==> src/aprc_defines.vh <==
// Register map, field positions, reset values and codes for the pin routing block
`ifndef APRC_DEFINES_VH
`define APRC_DEFINES_VH

// ----------------------------------------------------------------
// Register indices and byte addresses
// ----------------------------------------------------------------
`define APRC_IDX_PWR_PIN 8'h14
`define APRC_IDX_BIAS 8'h15
`define APRC_IDX_PORT 8'h18
`define APRC_IDX_LANE 8'h19
`define APRC_IDX_W 8
`define APRC_ADDR_LSB 2

// ----------------------------------------------------------------
// Reset values and writable masks
// ----------------------------------------------------------------
`define APRC_RST_PWR_PIN 8'h00
`define APRC_RST_BIAS 8'h00
`define APRC_RST_PORT 8'h40
`define APRC_RST_LANE 8'h00
`define APRC_MASK_BIAS 8'hC0
`define APRC_MASK_LANE 8'hF8

// ----------------------------------------------------------------
// Field positions
// ----------------------------------------------------------------
`define APRC_F_OVRD 7
`define APRC_F_SHARED 6
`define APRC_F_ADC_PD 5:4
`define APRC_F_DAC_PD 3:2
`define APRC_F_LIM 1
`define APRC_F_ANA 0
`define APRC_F_BIAS 7:6
`define APRC_F_PDIS 7
`define APRC_F_SDIS 6
`define APRC_F_GANG 5
`define APRC_F_DAISY 4:3
`define APRC_F_DIN_SEL 2:0
`define APRC_F_OUT_SPLIT 7:6
`define APRC_F_IN_SPLIT 5:4
`define APRC_F_DIR 3

// ----------------------------------------------------------------
// Codes
// ----------------------------------------------------------------
`define APRC_PIN_NONE 2'h0
`define APRC_PIN_G1 2'h1
`define APRC_PIN_G2 2'h2
`define APRC_PIN_IN 2'h3
`define APRC_SRC_NONE 3'h0
`define APRC_SRC_G1 3'h1
`define APRC_SRC_G2 3'h2
`define APRC_SRC_IN 3'h3
`define APRC_SRC_DIN 3'h5
`define APRC_DAISY_OFF 2'h0
`define APRC_DAISY_PRI 2'h1
`define APRC_DAISY_SEC 2'h2
`define APRC_SPLIT_EACH 2'h0
`define APRC_SPLIT_PRI 2'h1
`define APRC_SPLIT_SEC 2'h2
`define APRC_MIC_DIN 2'h3

// ----------------------------------------------------------------
// AHB-Lite encodings
// ----------------------------------------------------------------
`define APRC_HTRANS_NONSEQ 2'h2
`define APRC_HSIZE_WORD 3'h2

`endif

==> src/aprc_pin_routing.v <==
// Pin routing and audio serial port organisation with an AHB-Lite register slave
//
// The implementer's own choice: register access over AHB-Lite.
`timescale 1ns/1ps
`include "aprc_defines.vh"

module aprc_pin_routing (
    input wire CORE_CLK_I, // Core clock, 125 MHz
    input wire RST_N_I, // Asynchronous active-low reset
    input wire HSEL_I, // AHB slave select
    input wire [31:0] HADDR_I, // AHB byte address
    input wire [1:0] HTRANS_I, // AHB transfer type
    input wire HWRITE_I, // AHB write flag
    input wire [2:0] HSIZE_I, // AHB transfer size
    input wire [31:0] HWDATA_I, // AHB write data
    input wire HREADY_I, // AHB bus ready
    output wire [31:0] HRDATA_O, // AHB read data
    output wire HREADYOUT_O, // AHB slave ready
    output wire HRESP_O, // AHB response, always OKAY
    input wire GENERAL_PIN_ONE_I, // Level on general pin one
    input wire GENERAL_PIN_TWO_I, // Level on general pin two
    input wire INPUT_ONLY_PIN_I, // Level on the input-only pin
    input wire ADC_REGISTER_POWER_CONTROL_I, // High keeps ADC powered
    input wire DAC_REGISTER_POWER_CONTROL_I, // High keeps DAC powered
    input wire [1:0] MIC_LANE_SELECT_I, // Mic data lane pin select
    output reg [1:0] MIC_LANE_ROUTE_O, // Effective mic lane route
    output reg MIC_LANE_FROM_DIN_O, // Mic lane taken from data-in pin
    output reg SHARED_DATA_PIN_O, // Output pin also carries data-in
    output reg ADC_POWERDOWN_O, // ADC powered down
    output reg DAC_POWERDOWN_O, // DAC powered down
    output reg POWER_LIMITER_ON_PIN_O, // Limiter assigned to pin one
    output reg GENERAL_ANALOG_ON_PIN_O, // Analog function on pin one
    output reg MICROPHONE_BIAS_EN_O, // Bias enabled by selected pin
    output reg PRIMARY_PORT_EN_O, // Primary serial port enabled
    output reg SECONDARY_PORT_EN_O, // Secondary serial port enabled
    output reg PORT_CONFIG_GANG_O, // Secondary follows primary config
    output reg DAISY_PRIMARY_O, // Primary port daisy chained
    output reg DAISY_SECONDARY_O, // Secondary port daisy chained
    output reg DAISY_INPUT_O, // Selected daisy chain input level
    output reg DAISY_ON_INPUT_PATH_O, // Chain runs on data-in path
    output reg [1:0] PRIMARY_OUT_LANES_O, // Output lanes for primary
    output reg [1:0] SECONDARY_OUT_LANES_O, // Output lanes for secondary
    output reg [1:0] PRIMARY_IN_LANES_O, // Input lanes for primary
    output reg [1:0] SECONDARY_IN_LANES_O // Input lanes for secondary
);

    // ----------------------------------------------------------------
    // Reset synchroniser
    // ----------------------------------------------------------------
    reg rst_meta_ff; // First stage, read by second only
    reg rst_sync_ff; // Synchronised reset, active high when released
    wire rst_n = rst_sync_ff; // Reset used by the rest of the block

    // Asynchronous assert, release through two flops
    always @(posedge CORE_CLK_I or negedge RST_N_I) begin
        if (!RST_N_I) begin
            rst_meta_ff <= 1'b0;
            rst_sync_ff <= 1'b0;
        end else begin
            rst_meta_ff <= 1'b1;
            rst_sync_ff <= rst_meta_ff;
        end
    end

    // ----------------------------------------------------------------
    // Configuration registers
    // ----------------------------------------------------------------
    reg [7:0] pwr_pin_ff; // Power and pin function select
    reg [7:0] bias_ff; // Bias pin select, low bits reserved
    reg [7:0] port_ff; // Port enable and daisy setup
    reg [7:0] lane_ff; // Lane split and daisy direction

    // ----------------------------------------------------------------
    // AHB-Lite slave
    // ----------------------------------------------------------------
    reg wr_pend_ff; // Write data phase pending
    reg [`APRC_IDX_W-1:0] wr_idx_ff; // Index latched in address phase
    reg [31:0] rdata_ff; // Read data held for the data phase
    wire [`APRC_IDX_W-1:0] a_idx; // Word index of the address
    wire a_valid; // Valid single-word transfer

    assign a_idx = HADDR_I[`APRC_IDX_W+`APRC_ADDR_LSB-1:`APRC_ADDR_LSB];
    assign a_valid = HSEL_I && HREADY_I && (HTRANS_I == `APRC_HTRANS_NONSEQ)
                     && (HSIZE_I == `APRC_HSIZE_WORD);
    // Zero wait states: every access completes in its first data cycle
    assign HREADYOUT_O = 1'b1;
    assign HRESP_O = 1'b0;
    assign HRDATA_O = rdata_ff;

    // Register readback, reserved bits read as zero
    reg [7:0] rd_mux;
    always @* begin
        case (a_idx)
            `APRC_IDX_PWR_PIN: rd_mux = pwr_pin_ff;
            `APRC_IDX_BIAS: rd_mux = bias_ff;
            `APRC_IDX_PORT: rd_mux = port_ff;
            `APRC_IDX_LANE: rd_mux = lane_ff;
            // Unmapped addresses read zero and answer OKAY
            default: rd_mux = 8'h00;
        endcase
    end

    // Address phase capture and read data launch
    always @(posedge CORE_CLK_I or negedge rst_n) begin
        if (!rst_n) begin
            wr_pend_ff <= 1'b0;
            wr_idx_ff <= {`APRC_IDX_W{1'b0}};
            rdata_ff <= 32'h00000000;
        end else begin
            wr_pend_ff <= a_valid && HWRITE_I;
            if (a_valid) begin
                wr_idx_ff <= a_idx;
            end
            if (a_valid && !HWRITE_I) begin
                rdata_ff <= {24'h000000, rd_mux};
            end
        end
    end

    // Data phase write into the addressed register
    always @(posedge CORE_CLK_I or negedge rst_n) begin
        if (!rst_n) begin
            pwr_pin_ff <= `APRC_RST_PWR_PIN;
            bias_ff <= `APRC_RST_BIAS;
            port_ff <= `APRC_RST_PORT;
            lane_ff <= `APRC_RST_LANE;
        end else if (wr_pend_ff) begin
            case (wr_idx_ff)
                `APRC_IDX_PWR_PIN: pwr_pin_ff <= HWDATA_I[7:0];
                `APRC_IDX_BIAS: bias_ff <= HWDATA_I[7:0] & `APRC_MASK_BIAS;
                `APRC_IDX_PORT: port_ff <= HWDATA_I[7:0];
                `APRC_IDX_LANE: lane_ff <= HWDATA_I[7:0] & `APRC_MASK_LANE;
                // Writes elsewhere are dropped
                default: ;
            endcase
        end
    end

    // ----------------------------------------------------------------
    // Pin selection helper
    // ----------------------------------------------------------------
    // Level of the pin picked by a two-bit select, zero when disabled
    function pin_level;
        input [1:0] sel;
        begin
            case (sel)
                `APRC_PIN_G1: pin_level = GENERAL_PIN_ONE_I;
                `APRC_PIN_G2: pin_level = GENERAL_PIN_TWO_I;
                `APRC_PIN_IN: pin_level = INPUT_ONLY_PIN_I;
                default: pin_level = 1'b0;
            endcase
        end
    endfunction

    // Turns a lane split code into per-port lane counts
    reg [1:0] p_out_n;
    reg [1:0] s_out_n;
    reg [1:0] p_in_n;
    reg [1:0] s_in_n;
    reg [1:0] split_tmp;
    always @* begin
        split_tmp = lane_ff[`APRC_F_OUT_SPLIT];
        case (split_tmp)
            `APRC_SPLIT_EACH: begin
                p_out_n = 2'h1;
                s_out_n = 2'h1;
            end
            `APRC_SPLIT_PRI: begin
                p_out_n = 2'h2;
                s_out_n = 2'h0;
            end
            `APRC_SPLIT_SEC: begin
                p_out_n = 2'h0;
                s_out_n = 2'h2;
            end
            // Reserved code: no lanes rather than a guess
            default: begin
                p_out_n = 2'h0;
                s_out_n = 2'h0;
            end
        endcase
        split_tmp = lane_ff[`APRC_F_IN_SPLIT];
        case (split_tmp)
            `APRC_SPLIT_EACH: begin
                p_in_n = 2'h1;
                s_in_n = 2'h1;
            end
            `APRC_SPLIT_PRI: begin
                p_in_n = 2'h2;
                s_in_n = 2'h0;
            end
            `APRC_SPLIT_SEC: begin
                p_in_n = 2'h0;
                s_in_n = 2'h2;
            end
            default: begin
                p_in_n = 2'h0;
                s_in_n = 2'h0;
            end
        endcase
    end

    // ----------------------------------------------------------------
    // Routing decode, registered so outputs come from flops
    // ----------------------------------------------------------------
    // decoded each cycle from stored fields
    always @(posedge CORE_CLK_I or negedge rst_n) begin
        if (!rst_n) begin
            MIC_LANE_ROUTE_O <= `APRC_PIN_NONE;
            MIC_LANE_FROM_DIN_O <= 1'b0;
            SHARED_DATA_PIN_O <= 1'b0;
            ADC_POWERDOWN_O <= 1'b0;
            DAC_POWERDOWN_O <= 1'b0;
            POWER_LIMITER_ON_PIN_O <= 1'b0;
            GENERAL_ANALOG_ON_PIN_O <= 1'b0;
            MICROPHONE_BIAS_EN_O <= 1'b0;
            PRIMARY_PORT_EN_O <= 1'b0;
            SECONDARY_PORT_EN_O <= 1'b0;
            PORT_CONFIG_GANG_O <= 1'b0;
            DAISY_PRIMARY_O <= 1'b0;
            DAISY_SECONDARY_O <= 1'b0;
            DAISY_INPUT_O <= 1'b0;
            DAISY_ON_INPUT_PATH_O <= 1'b0;
            PRIMARY_OUT_LANES_O <= 2'h0;
            SECONDARY_OUT_LANES_O <= 2'h0;
            PRIMARY_IN_LANES_O <= 2'h0;
            SECONDARY_IN_LANES_O <= 2'h0;
        end else begin
            if (pwr_pin_ff[`APRC_F_OVRD] && (MIC_LANE_SELECT_I == `APRC_MIC_DIN)) begin
                MIC_LANE_ROUTE_O <= `APRC_PIN_NONE;
                MIC_LANE_FROM_DIN_O <= 1'b1;
            end else begin
                MIC_LANE_ROUTE_O <= MIC_LANE_SELECT_I;
                MIC_LANE_FROM_DIN_O <= 1'b0;
            end
            SHARED_DATA_PIN_O <= pwr_pin_ff[`APRC_F_SHARED];
            // ADC pin pick; OR with register request
            ADC_POWERDOWN_O <= pin_level(pwr_pin_ff[`APRC_F_ADC_PD])
                               | ~ADC_REGISTER_POWER_CONTROL_I;
            // DAC pin pick; OR with register request
            DAC_POWERDOWN_O <= pin_level(pwr_pin_ff[`APRC_F_DAC_PD])
                               | ~DAC_REGISTER_POWER_CONTROL_I;
            POWER_LIMITER_ON_PIN_O <= pwr_pin_ff[`APRC_F_LIM];
            GENERAL_ANALOG_ON_PIN_O <= pwr_pin_ff[`APRC_F_ANA];
            MICROPHONE_BIAS_EN_O <= pin_level(bias_ff[`APRC_F_BIAS]);
            // primary enable; removed when secondary chains
            PRIMARY_PORT_EN_O <= ~port_ff[`APRC_F_PDIS]
                                 && (port_ff[`APRC_F_DAISY] != `APRC_DAISY_SEC);
            // secondary enable; removed when primary chains
            SECONDARY_PORT_EN_O <= ~port_ff[`APRC_F_SDIS]
                                   && (port_ff[`APRC_F_DAISY] != `APRC_DAISY_PRI);
            PORT_CONFIG_GANG_O <= port_ff[`APRC_F_GANG];
            DAISY_PRIMARY_O <= (port_ff[`APRC_F_DAISY] == `APRC_DAISY_PRI);
            DAISY_SECONDARY_O <= (port_ff[`APRC_F_DAISY] == `APRC_DAISY_SEC);
            case (port_ff[`APRC_F_DIN_SEL])
                `APRC_SRC_G1: DAISY_INPUT_O <= GENERAL_PIN_ONE_I;
                `APRC_SRC_G2: DAISY_INPUT_O <= GENERAL_PIN_TWO_I;
                `APRC_SRC_IN: DAISY_INPUT_O <= INPUT_ONLY_PIN_I;
                // Data-in gives a constant zero, shared or not; no pin level is sampled
                `APRC_SRC_DIN: DAISY_INPUT_O <= INPUT_ONLY_PIN_I & 1'b0;
                // Disabled and reserved codes give no input
                default: DAISY_INPUT_O <= 1'b0;
            endcase
            DAISY_ON_INPUT_PATH_O <= lane_ff[`APRC_F_DIR];
            PRIMARY_OUT_LANES_O <= p_out_n;
            SECONDARY_OUT_LANES_O <= s_out_n;
            PRIMARY_IN_LANES_O <= p_in_n;
            SECONDARY_IN_LANES_O <= s_in_n;
        end
    end

endmodule // aprc_pin_routing

==> config.mk <==
export PLATFORM = sky130hd
export DESIGN_NAME = aprc_pin_routing
export DESIGN_NICKNAME = d
export VERILOG_FILES = /design/src/aprc_pin_routing.v
export VERILOG_INCLUDE_DIRS = /design/src /design/src/src
export SDC_FILE = /design/constraint.sdc
export NUM_CORES = 1
export LEC_CHECK = 0
export ABC_AREA = 1
export BUFFER_PORTS_ARGS = -buffer_cell sky130_fd_sc_hd__buf_2
export CAP_MARGIN = 20
export CORE_MARGIN = 5
export CORE_UTILIZATION = 30
export DETAILED_ROUTE_END_ITERATION = 10
export GPL_ROUTABILITY_DRIVEN = 0
export PLACE_DENSITY_LB_ADDON = 0.15
export SLEW_MARGIN = 5
export SYNTH_ARGS = -nofsm -noshare
export SYNTH_HDL_FRONTEND = slang
export SYNTH_SLANG_ARGS = --single-unit
==> constraint.sdc <==
create_clock -name CORE_CLK_I -period 3.5 [get_ports CORE_CLK_I]
set_input_delay 0.525 -clock CORE_CLK_I [delete_from_list [all_inputs] [get_ports CORE_CLK_I]]
set_output_delay 0.525 -clock CORE_CLK_I [all_outputs]
set_load 0.005 [all_outputs]
## Yosys cells after proc, flatten, opt, wreduce, memory -nomap -nowiden

Cells that the tools add are included.

- Output and inout port bits: 58
- Register bits after elaboration: 66
- Input bits: 81
- Word-level logic and storage cells: 91

- Bitwise gates (word level): 6
- Equal/unequal tests: 31
- Reductions and logical operators: 15
- Muxes and demuxes: 11

Operator list:

| cell | number |
|---|---|
| $eq A8 B5 Y1 const B | 8 |
| $pmux W8 S4 | 1 |
| $eq A2 B2 Y1 const B | 11 |
| $pmux W2 S2 | 4 |
| $eq A2 B1 Y1 const B | 6 |
| $pmux W1 S3 | 4 |
| $eq A3 B2 Y1 const B | 3 |
| $logic_and A1 B1 Y1 | 8 |
| $reduce_and A2 Y1 | 4 |
| $logic_not A2 Y1 | 2 |
| $not A1 Y1 | 4 |
| $eq A3 B1 Y1 const B | 1 |
| $mux W2 | 1 |
| $ne A2 B1 Y1 const B | 1 |
| $ne A2 B2 Y1 const B | 1 |
| $or A1 B1 Y1 | 2 |
| $logic_not A1 Y1 | 1 |
| $mux W1 | 1 |

## Logic depth before layout (Yosys ltp)

Gate-level depths: netlist of run 1.

- Depth in word-level cells: 4
- Depth in mapped cells: 8
- Gate-level depth less buffers: 8

## Worst setup path after synthesis of run 1

OpenSTA, ideal clock, no wires.

- Path type: input -> register
- Start: input HTRANS_I[0]
- End: register rdata_ff[6], in the netlist HRDATA_O[6]
- Stages: 8
- Path buffers: 0
- Required time: 3.380 ns
- Library setup time: 0.120 ns
- Arrival time: 1.242 ns
- Slack: 2.138 ns
- Cells stage by stage: inv_1 -> nand2_1 -> nor3b_2 -> nand2_4 -> nor2_8 -> inv_4 -> nand2_1 -> nand2_1

- Longest elaborated chain between the ends: 4

Ends and longest elaborated chain:

| item | RTL line | text |
|---|---|---|
| start: declaration | aprc_pin_routing.v:12 | `input wire [1:0] HTRANS_I,` |
| $eq A2 B2 Y1 (no source line) | n/a |  |
| $logic_and A1 B1 Y1 (2 in a row) | aprc_pin_routing.v:83 | `` assign a_valid = HSEL_I && HREADY_I && (HTRANS_I == `APRC_HTRANS_NONSEQ) `` |
| $logic_and A1 B1 Y1 | aprc_pin_routing.v:114 | `if (a_valid && !HWRITE_I) begin` |
| end signal: assignment | aprc_pin_routing.v:115 | `rdata_ff <= {24'h000000, rd_mux};` |
| end: declaration | aprc_pin_routing.v:78 | `reg [31:0] rdata_ff;` |

Every way passes these cells.
A chain may end at the register's enable or synchronous reset.

## Worst setup path after layout of run 1

- Start: register wr_idx_ff[1]
- End: register pwr_pin_ff[3]

- Longest elaborated chain between the ends: 2

Ends and longest elaborated chain:

| item | RTL line | text |
|---|---|---|
| start: declaration | aprc_pin_routing.v:77 | `` reg [`APRC_IDX_W-1:0] wr_idx_ff; `` |
| start signal: assignment | aprc_pin_routing.v:107 | `` wr_idx_ff <= {`APRC_IDX_W{1'b0}}; `` |
| start signal: assignment | aprc_pin_routing.v:112 | `wr_idx_ff <= a_idx;` |
| $eq A8 B5 Y1 | aprc_pin_routing.v:128 | `case (wr_idx_ff)` |
| $reduce_and A2 Y1 (no source line) | n/a |  |
| end signal: assignment | aprc_pin_routing.v:123 | `` pwr_pin_ff <= `APRC_RST_PWR_PIN; `` |
| end signal: assignment | aprc_pin_routing.v:129 | `` `APRC_IDX_PWR_PIN: pwr_pin_ff <= HWDATA_I[7:0]; `` |
| end: declaration | aprc_pin_routing.v:68 | `reg [7:0] pwr_pin_ff;` |

Every way passes these cells.

==> metrics.txt, run 1 <==
Final #Nets=464; Total GRT Usage=0.112; ANT cells=0; Max Clk Rate=610 MHz; Slew Limit Fails=0; total grt overflow=0; largest net degree at the start of global routing=34; Initial Utilization=0.306; Yosys warnings=0; Pre-Repair DR Iteration Count=4; top cells by area, synth=dfrtp_1, nand2_1, buf_4; Worst VDD drop=0.000204 V; # clock sinks=64; initial antenna violation count=0; Worst Hold Class=reg2async; Pleak=0.00189 µW; TritonCTS Buffers=9; root buffer cell=clkbuf_8; cells after synthesis=313; vias post-DR=2,113; die height=109 µm; WS Path Type=reg2reg; final instance count without filler cells=521; Routed Antenna Nets=0; # port buffers=64; period utilisation layout=0.468; DR DRC count=0; clk slew on worst S/H paths=70 ps; average size of a mapped cell=9.46 µm²; Final min period=1640 ps; io pins=139; Synth Register Bits=64; RSZ-0062 raised after global routing=no; Worst-Margin Slew=683 ps; max-cap viol count=0; final hold vios=0; core area=9680 µm²; HPWL after DPL=4800 µm; DR iter-0 viols=69; Power Dens Cells=462 nW/µm²; clock skew=7.97 ps; FF/Latch Area=1600 µm²; CTS tree=yes; max_slew headroom=0.545; Fin Setup TNS=0 ps; H-tree levels=3; layout cells sized above 1=0.325; final wirelength=6470 µm; via/cell ratio=4.06; top cell type's share of synthesized area=0.533; placed insts=504; CP Launch Type=register; CP endpoint kind=register; clock buffer depth=2; global-route wire length before repair=10,100 µm; run status=finished clean; fill count=999; die extent in x=109 µm; vias in the first global route=2,073; die area=12,000 µm²; area leader, netlist=dfrtp_1; site row count=36; clk_lat worst skew=340 ps; worst-path fanout max=12; Post-CTS Setup Bufs=0; multi-input combinational cell area=1070 µm²; final setup violating endpoints=0; Critical Path RT=3710 ps; Netlist cell types=29; Arr. time, crit path=1850 ps; area grow syn2layout=19.1%; per-cell routed wire length=12.4 µm; Mapped Area=2960 µm²; post-synthesis sequential area ratio=0.541
==> final cells by class <==
class,count,area share
well taps,133,0.0472
multi-input cells,209,0.303
repair buffers,66,0.0958
clock inverters,6,0.0263
clock buffers,10,0.0362
flip-flops and latches,64,0.455
inverters,33,0.0362
==> metal layers <==
layer | global-route usage | wire length (µm) | part of all wire
met1 | 0.149 | 2990 | 0.46
met2 | 0.173 | 3010 | 0.46
met3 | 0.0188 | 331 | 0.051
met4 | 0.0614 | 142 | 0.022
met5 | 0 | 0 | 0
==> registers in the layout, summed over array words and instances, names as in the netlist, 2 cells and up <==
signal,cells
HRDATA_O,8
port_ff,8
pwr_pin_ff,8
wr_idx_ff,8
lane_ff,5
MIC_LANE_ROUTE_O,2
PRIMARY_OUT_LANES_O,2
SECONDARY_IN_LANES_O,2
bias_ff,2
==> what timing repair did <==
item | in CTS | in global routing
hold endpoints to repair | 2 | 0
resized for setup | 0 | 0
hold buffers | 1 | 0
==> kinds of logic (layout without fill, tap and decap cells) <==
| kind of cell | count (synthesis) | count (layout) | share of synthesized area |
|---|---|---|---|
| compound gates | 46 | 46 | 0.103 |
| buf+inv | 65 | 115 | 0.129 |
| flops | 64 | 64 | 0.541 |
| other cells | 2 | 27 | 0.00254 |
| simple gates | 136 | 136 | 0.224 |
==> cell usage in the layout, fill, tap and decap left out, types with 9 or more instances in the layout <==
cell type / synthesis / final
conb_1: 2 / 27
dfrtp_1: 63 / 62
o21ai_2: 15 / 15
nor2_1: 29 / 29
buf_2: 0 / 64
clkbuf_8: 0 / 9
inv_1: 25 / 25
nand2_1: 68 / 68
o21ai_0: 14 / 14
nand3_1: 21 / 21
==> through the flow <==
step / worst slack (ps) / area [µm²] / util / hold WS (ps) / power, µW
floorplan: 1590 / 3050 / - / 229 / 908
global placement: 1700 / 3290 / 0.340 / 310 / 934
detailed placement: 1710 / 3290 / 0.340 / 313 / 938
CTS: 1860 / 3520 / 0.364 / 346 / 1660
global route: 1760 / 3520 / 0.364 / 367 / 1700
finish: 1860 / 3520 / 0.364 / 308 / 1630
==> cells in the mapped netlist (all sizes together) <==
library cell,count
a21oi,13
buf,32
clkinv,1
conb,2
dfrtp,63
dfstp,1
inv,32
nand2,73
nand3,23
nor2,34
nor3,2
nor3b,1
nor4,2
o21ai,33
or2,1
==> path summary, 6_finish.rpt <==
path,from,endpoint,slack (ps),cells past startpoint
worst max-delay path,wr_idx_ff[1],pwr_pin_ff[3],1860,5
worst min-delay path,rst_n,DAISY_INPUT_O,310,0
worst max register to register,wr_idx_ff[1],pwr_pin_ff[3],1860,5
worst min register to register,rst_n,DAISY_INPUT_O,310,0
max in group asynchronous,rst_n,port_ff[6],2250,1
min in group CORE_CLK_I,rst_meta_ff,rst_n,350,0
==> where the power goes <==
group,total (µW),internal (µW),leakage [µW],switching [µW]
registers,787,765,0.000731,21.9
logic,134,48.7,0.00105,85.3
clock network,708,405,0.000103,303
==> critical path: stages, from the launching register on <==
cell and delay, ps:
dfrtp_1 400, or2_4 280, clkinv_2 70, nand3_1 460, nand2_1 230, o21ai_2 70
Power figures use the tool's default switching activity.
==> run 2, diff against run 1 <==
Clock period 3.5 ns to 1.5 ns, I/O delays scaled along.
==> run 2 against run 1 <==
  * Design area is essentially flat
  * Die area is the same
  * Largest power group unchanged
  * Final cell count grew 1.3%
  * First-iteration DRC count grew 12%
  * Via count grew 0.14%
  * Combinational power grew 150%
  * Clock skew grew 3.1 ps
  * Critical endpoint is now port_ff[0]
  * Critical path type unchanged
  * Flip-flop and latch count is the same
  * Clock power grew 74%
==> metrics.txt, run 2 (same netlist as run 1, synthesis figures left out) <==
period utilisation layout=0.884; Final min period=1330 ps; critical path depth=5; WHS Path Cells=2; CP endpoint kind=register; Worst Hold Class=in2reg; reg2reg start=wr_idx_ff[1]; TritonCTS Buffers=9; Total GRT Usage=0.114; # port buffers=64; largest net degree at the start of global routing=63; RSZ-0062 raised after global routing=no; Post-CTS Setup Bufs=0; final core occ=0.364; clock buffer depth=2; worst reg2reg path depth=5; WS Path Type=reg2reg; max-cap viol count=0; global-route wire length before repair=10,200 µm; Arr. time, crit path=1560 ps; H-tree levels=3; final wirelength=6410 µm; CP Launch Type=register; vias in the first global route=2,066; total grt overflow=0; worst path cell trace=or2_4 -> clkinv_2 -> nand3_4 -> nor2_1 -> a21oi_2; vias post-DR=2,116; Critical Path RT=1730 ps; clk slew on worst S/H paths=70 ps; r2r endpoint=port_ff[0]; io pins=139; WHS Endpoint=ADC_POWERDOWN_O; initial antenna violation count=0; layout cells sized above 1=0.332; via/cell ratio=4.01; worst path buffer plus inverter count=1; PostCTS Resize Cnt=0; R2R setup slack=170 ps; per-cell routed wire length=12.1 µm; site row count=36; Worst path slowest cell=dfrtp_1; die height=109 µm; most common cell after layout, fill and taps aside=nand2_1; post-route cell area=3530 µm²; ANT cells=0; clock skew=11.0 ps; core area=9680 µm²; DP Area=3360 µm²; worst-path fanout max=16; clk_lat worst skew=340 ps; HP Start=ADC_REGISTER_POWER_CONTROL_I; root buffer cell=clkbuf_8; die area=12,000 µm²; Pleak=0.00190 µW; Worst VDD drop=0.000287 V; run status=finished clean; hold_ws=51.2 ps; final hold vios=0; DR iter-0 viols=77; final setup violating endpoints=0; Power Dens Cells=961 nW/µm²; hold buffer count at CTS=1; Initial Utilization=0.306; Final #Nets=471; CP top delay family=simple AND/OR/NAND/NOR gates; HPWL after DPL=4810 µm; # clock sinks=64; Max Clk Rate=754 MHz; most frequent cells in the layout=nand2_1, buf_2, dfrtp_1; Pre-Repair DR Iteration Count=4; die extent in x=109 µm; DR DRC count=0; Routed Antenna Nets=0; Slew Limit Fails=0; slowest cell delay on critical path=400 ps; CTS tree=yes; Fin Setup TNS=0 ps; area grow syn2layout=19.1%
==> run 2: cell types whose count changed in the layout (fill, tap and decap cells not counted), sizes merged <==
cell and delta:
clkbuf +2, bufinv -2, buf +7, clkinvlp -1, clkinv +2, inv -1
==> run 2: layout make-up <==
class / instances / area (µm²)
fill: 999 / 6160
timing repair buffer: 73 / 403
sequential: 64 / 1600
tap: 133 / 166
inverter: 33 / 128
multi-input combinational: 209 / 1070
clock buffer: 12 / 135
clock inverter: 4 / 22.5
==> run 2: worst max path at each step <==
stage / startpoint / to / slack (ps)
3_5_place_dp: HTRANS_I[0] / HRDATA_O[4] / 150
3_3_place_gp: HADDR_I[5] / HRDATA_O[2] / 170
6_report: wr_idx_ff[1] / port_ff[0] / 170
2_1_floorplan: wr_idx_ff[1] / pwr_pin_ff[6] / 300
5_1_grt: wr_idx_ff[5] / port_ff[1] / 70
4_1_cts: wr_idx_ff[5] / port_ff[4] / 150
==> run 2: layer usage <==
metal | part of all wire | GRT usage | routed length, µm | vias up
met4 | 0.017 | 0.0561 | 111 | 0
li1 | - | - | - | 1088
met1 | 0.45 | 0.148 | 2880 | 963
met3 | 0.063 | 0.0311 | 404 | 10
met2 | 0.47 | 0.176 | 3020 | 55
met5 | 0 | 0 | 0 | -
==> run 2: power breakdown <==
group	switching (µW)	leakage, µW	internal, µW
Combinational	213	0.00109	120
Sequential	36.2	0.000731	1790
Clock	641	0.0000801	592
==> run 2: stage by stage <==
step	std cells	power (µW)	worst slack (ps)
final	528	3390	173
after CTS	528	3460	148
after floorplan	338	2120	302
after detailed placement	511	2200	150
after global routing	528	3590	73.2
after global placement	511	2190	174
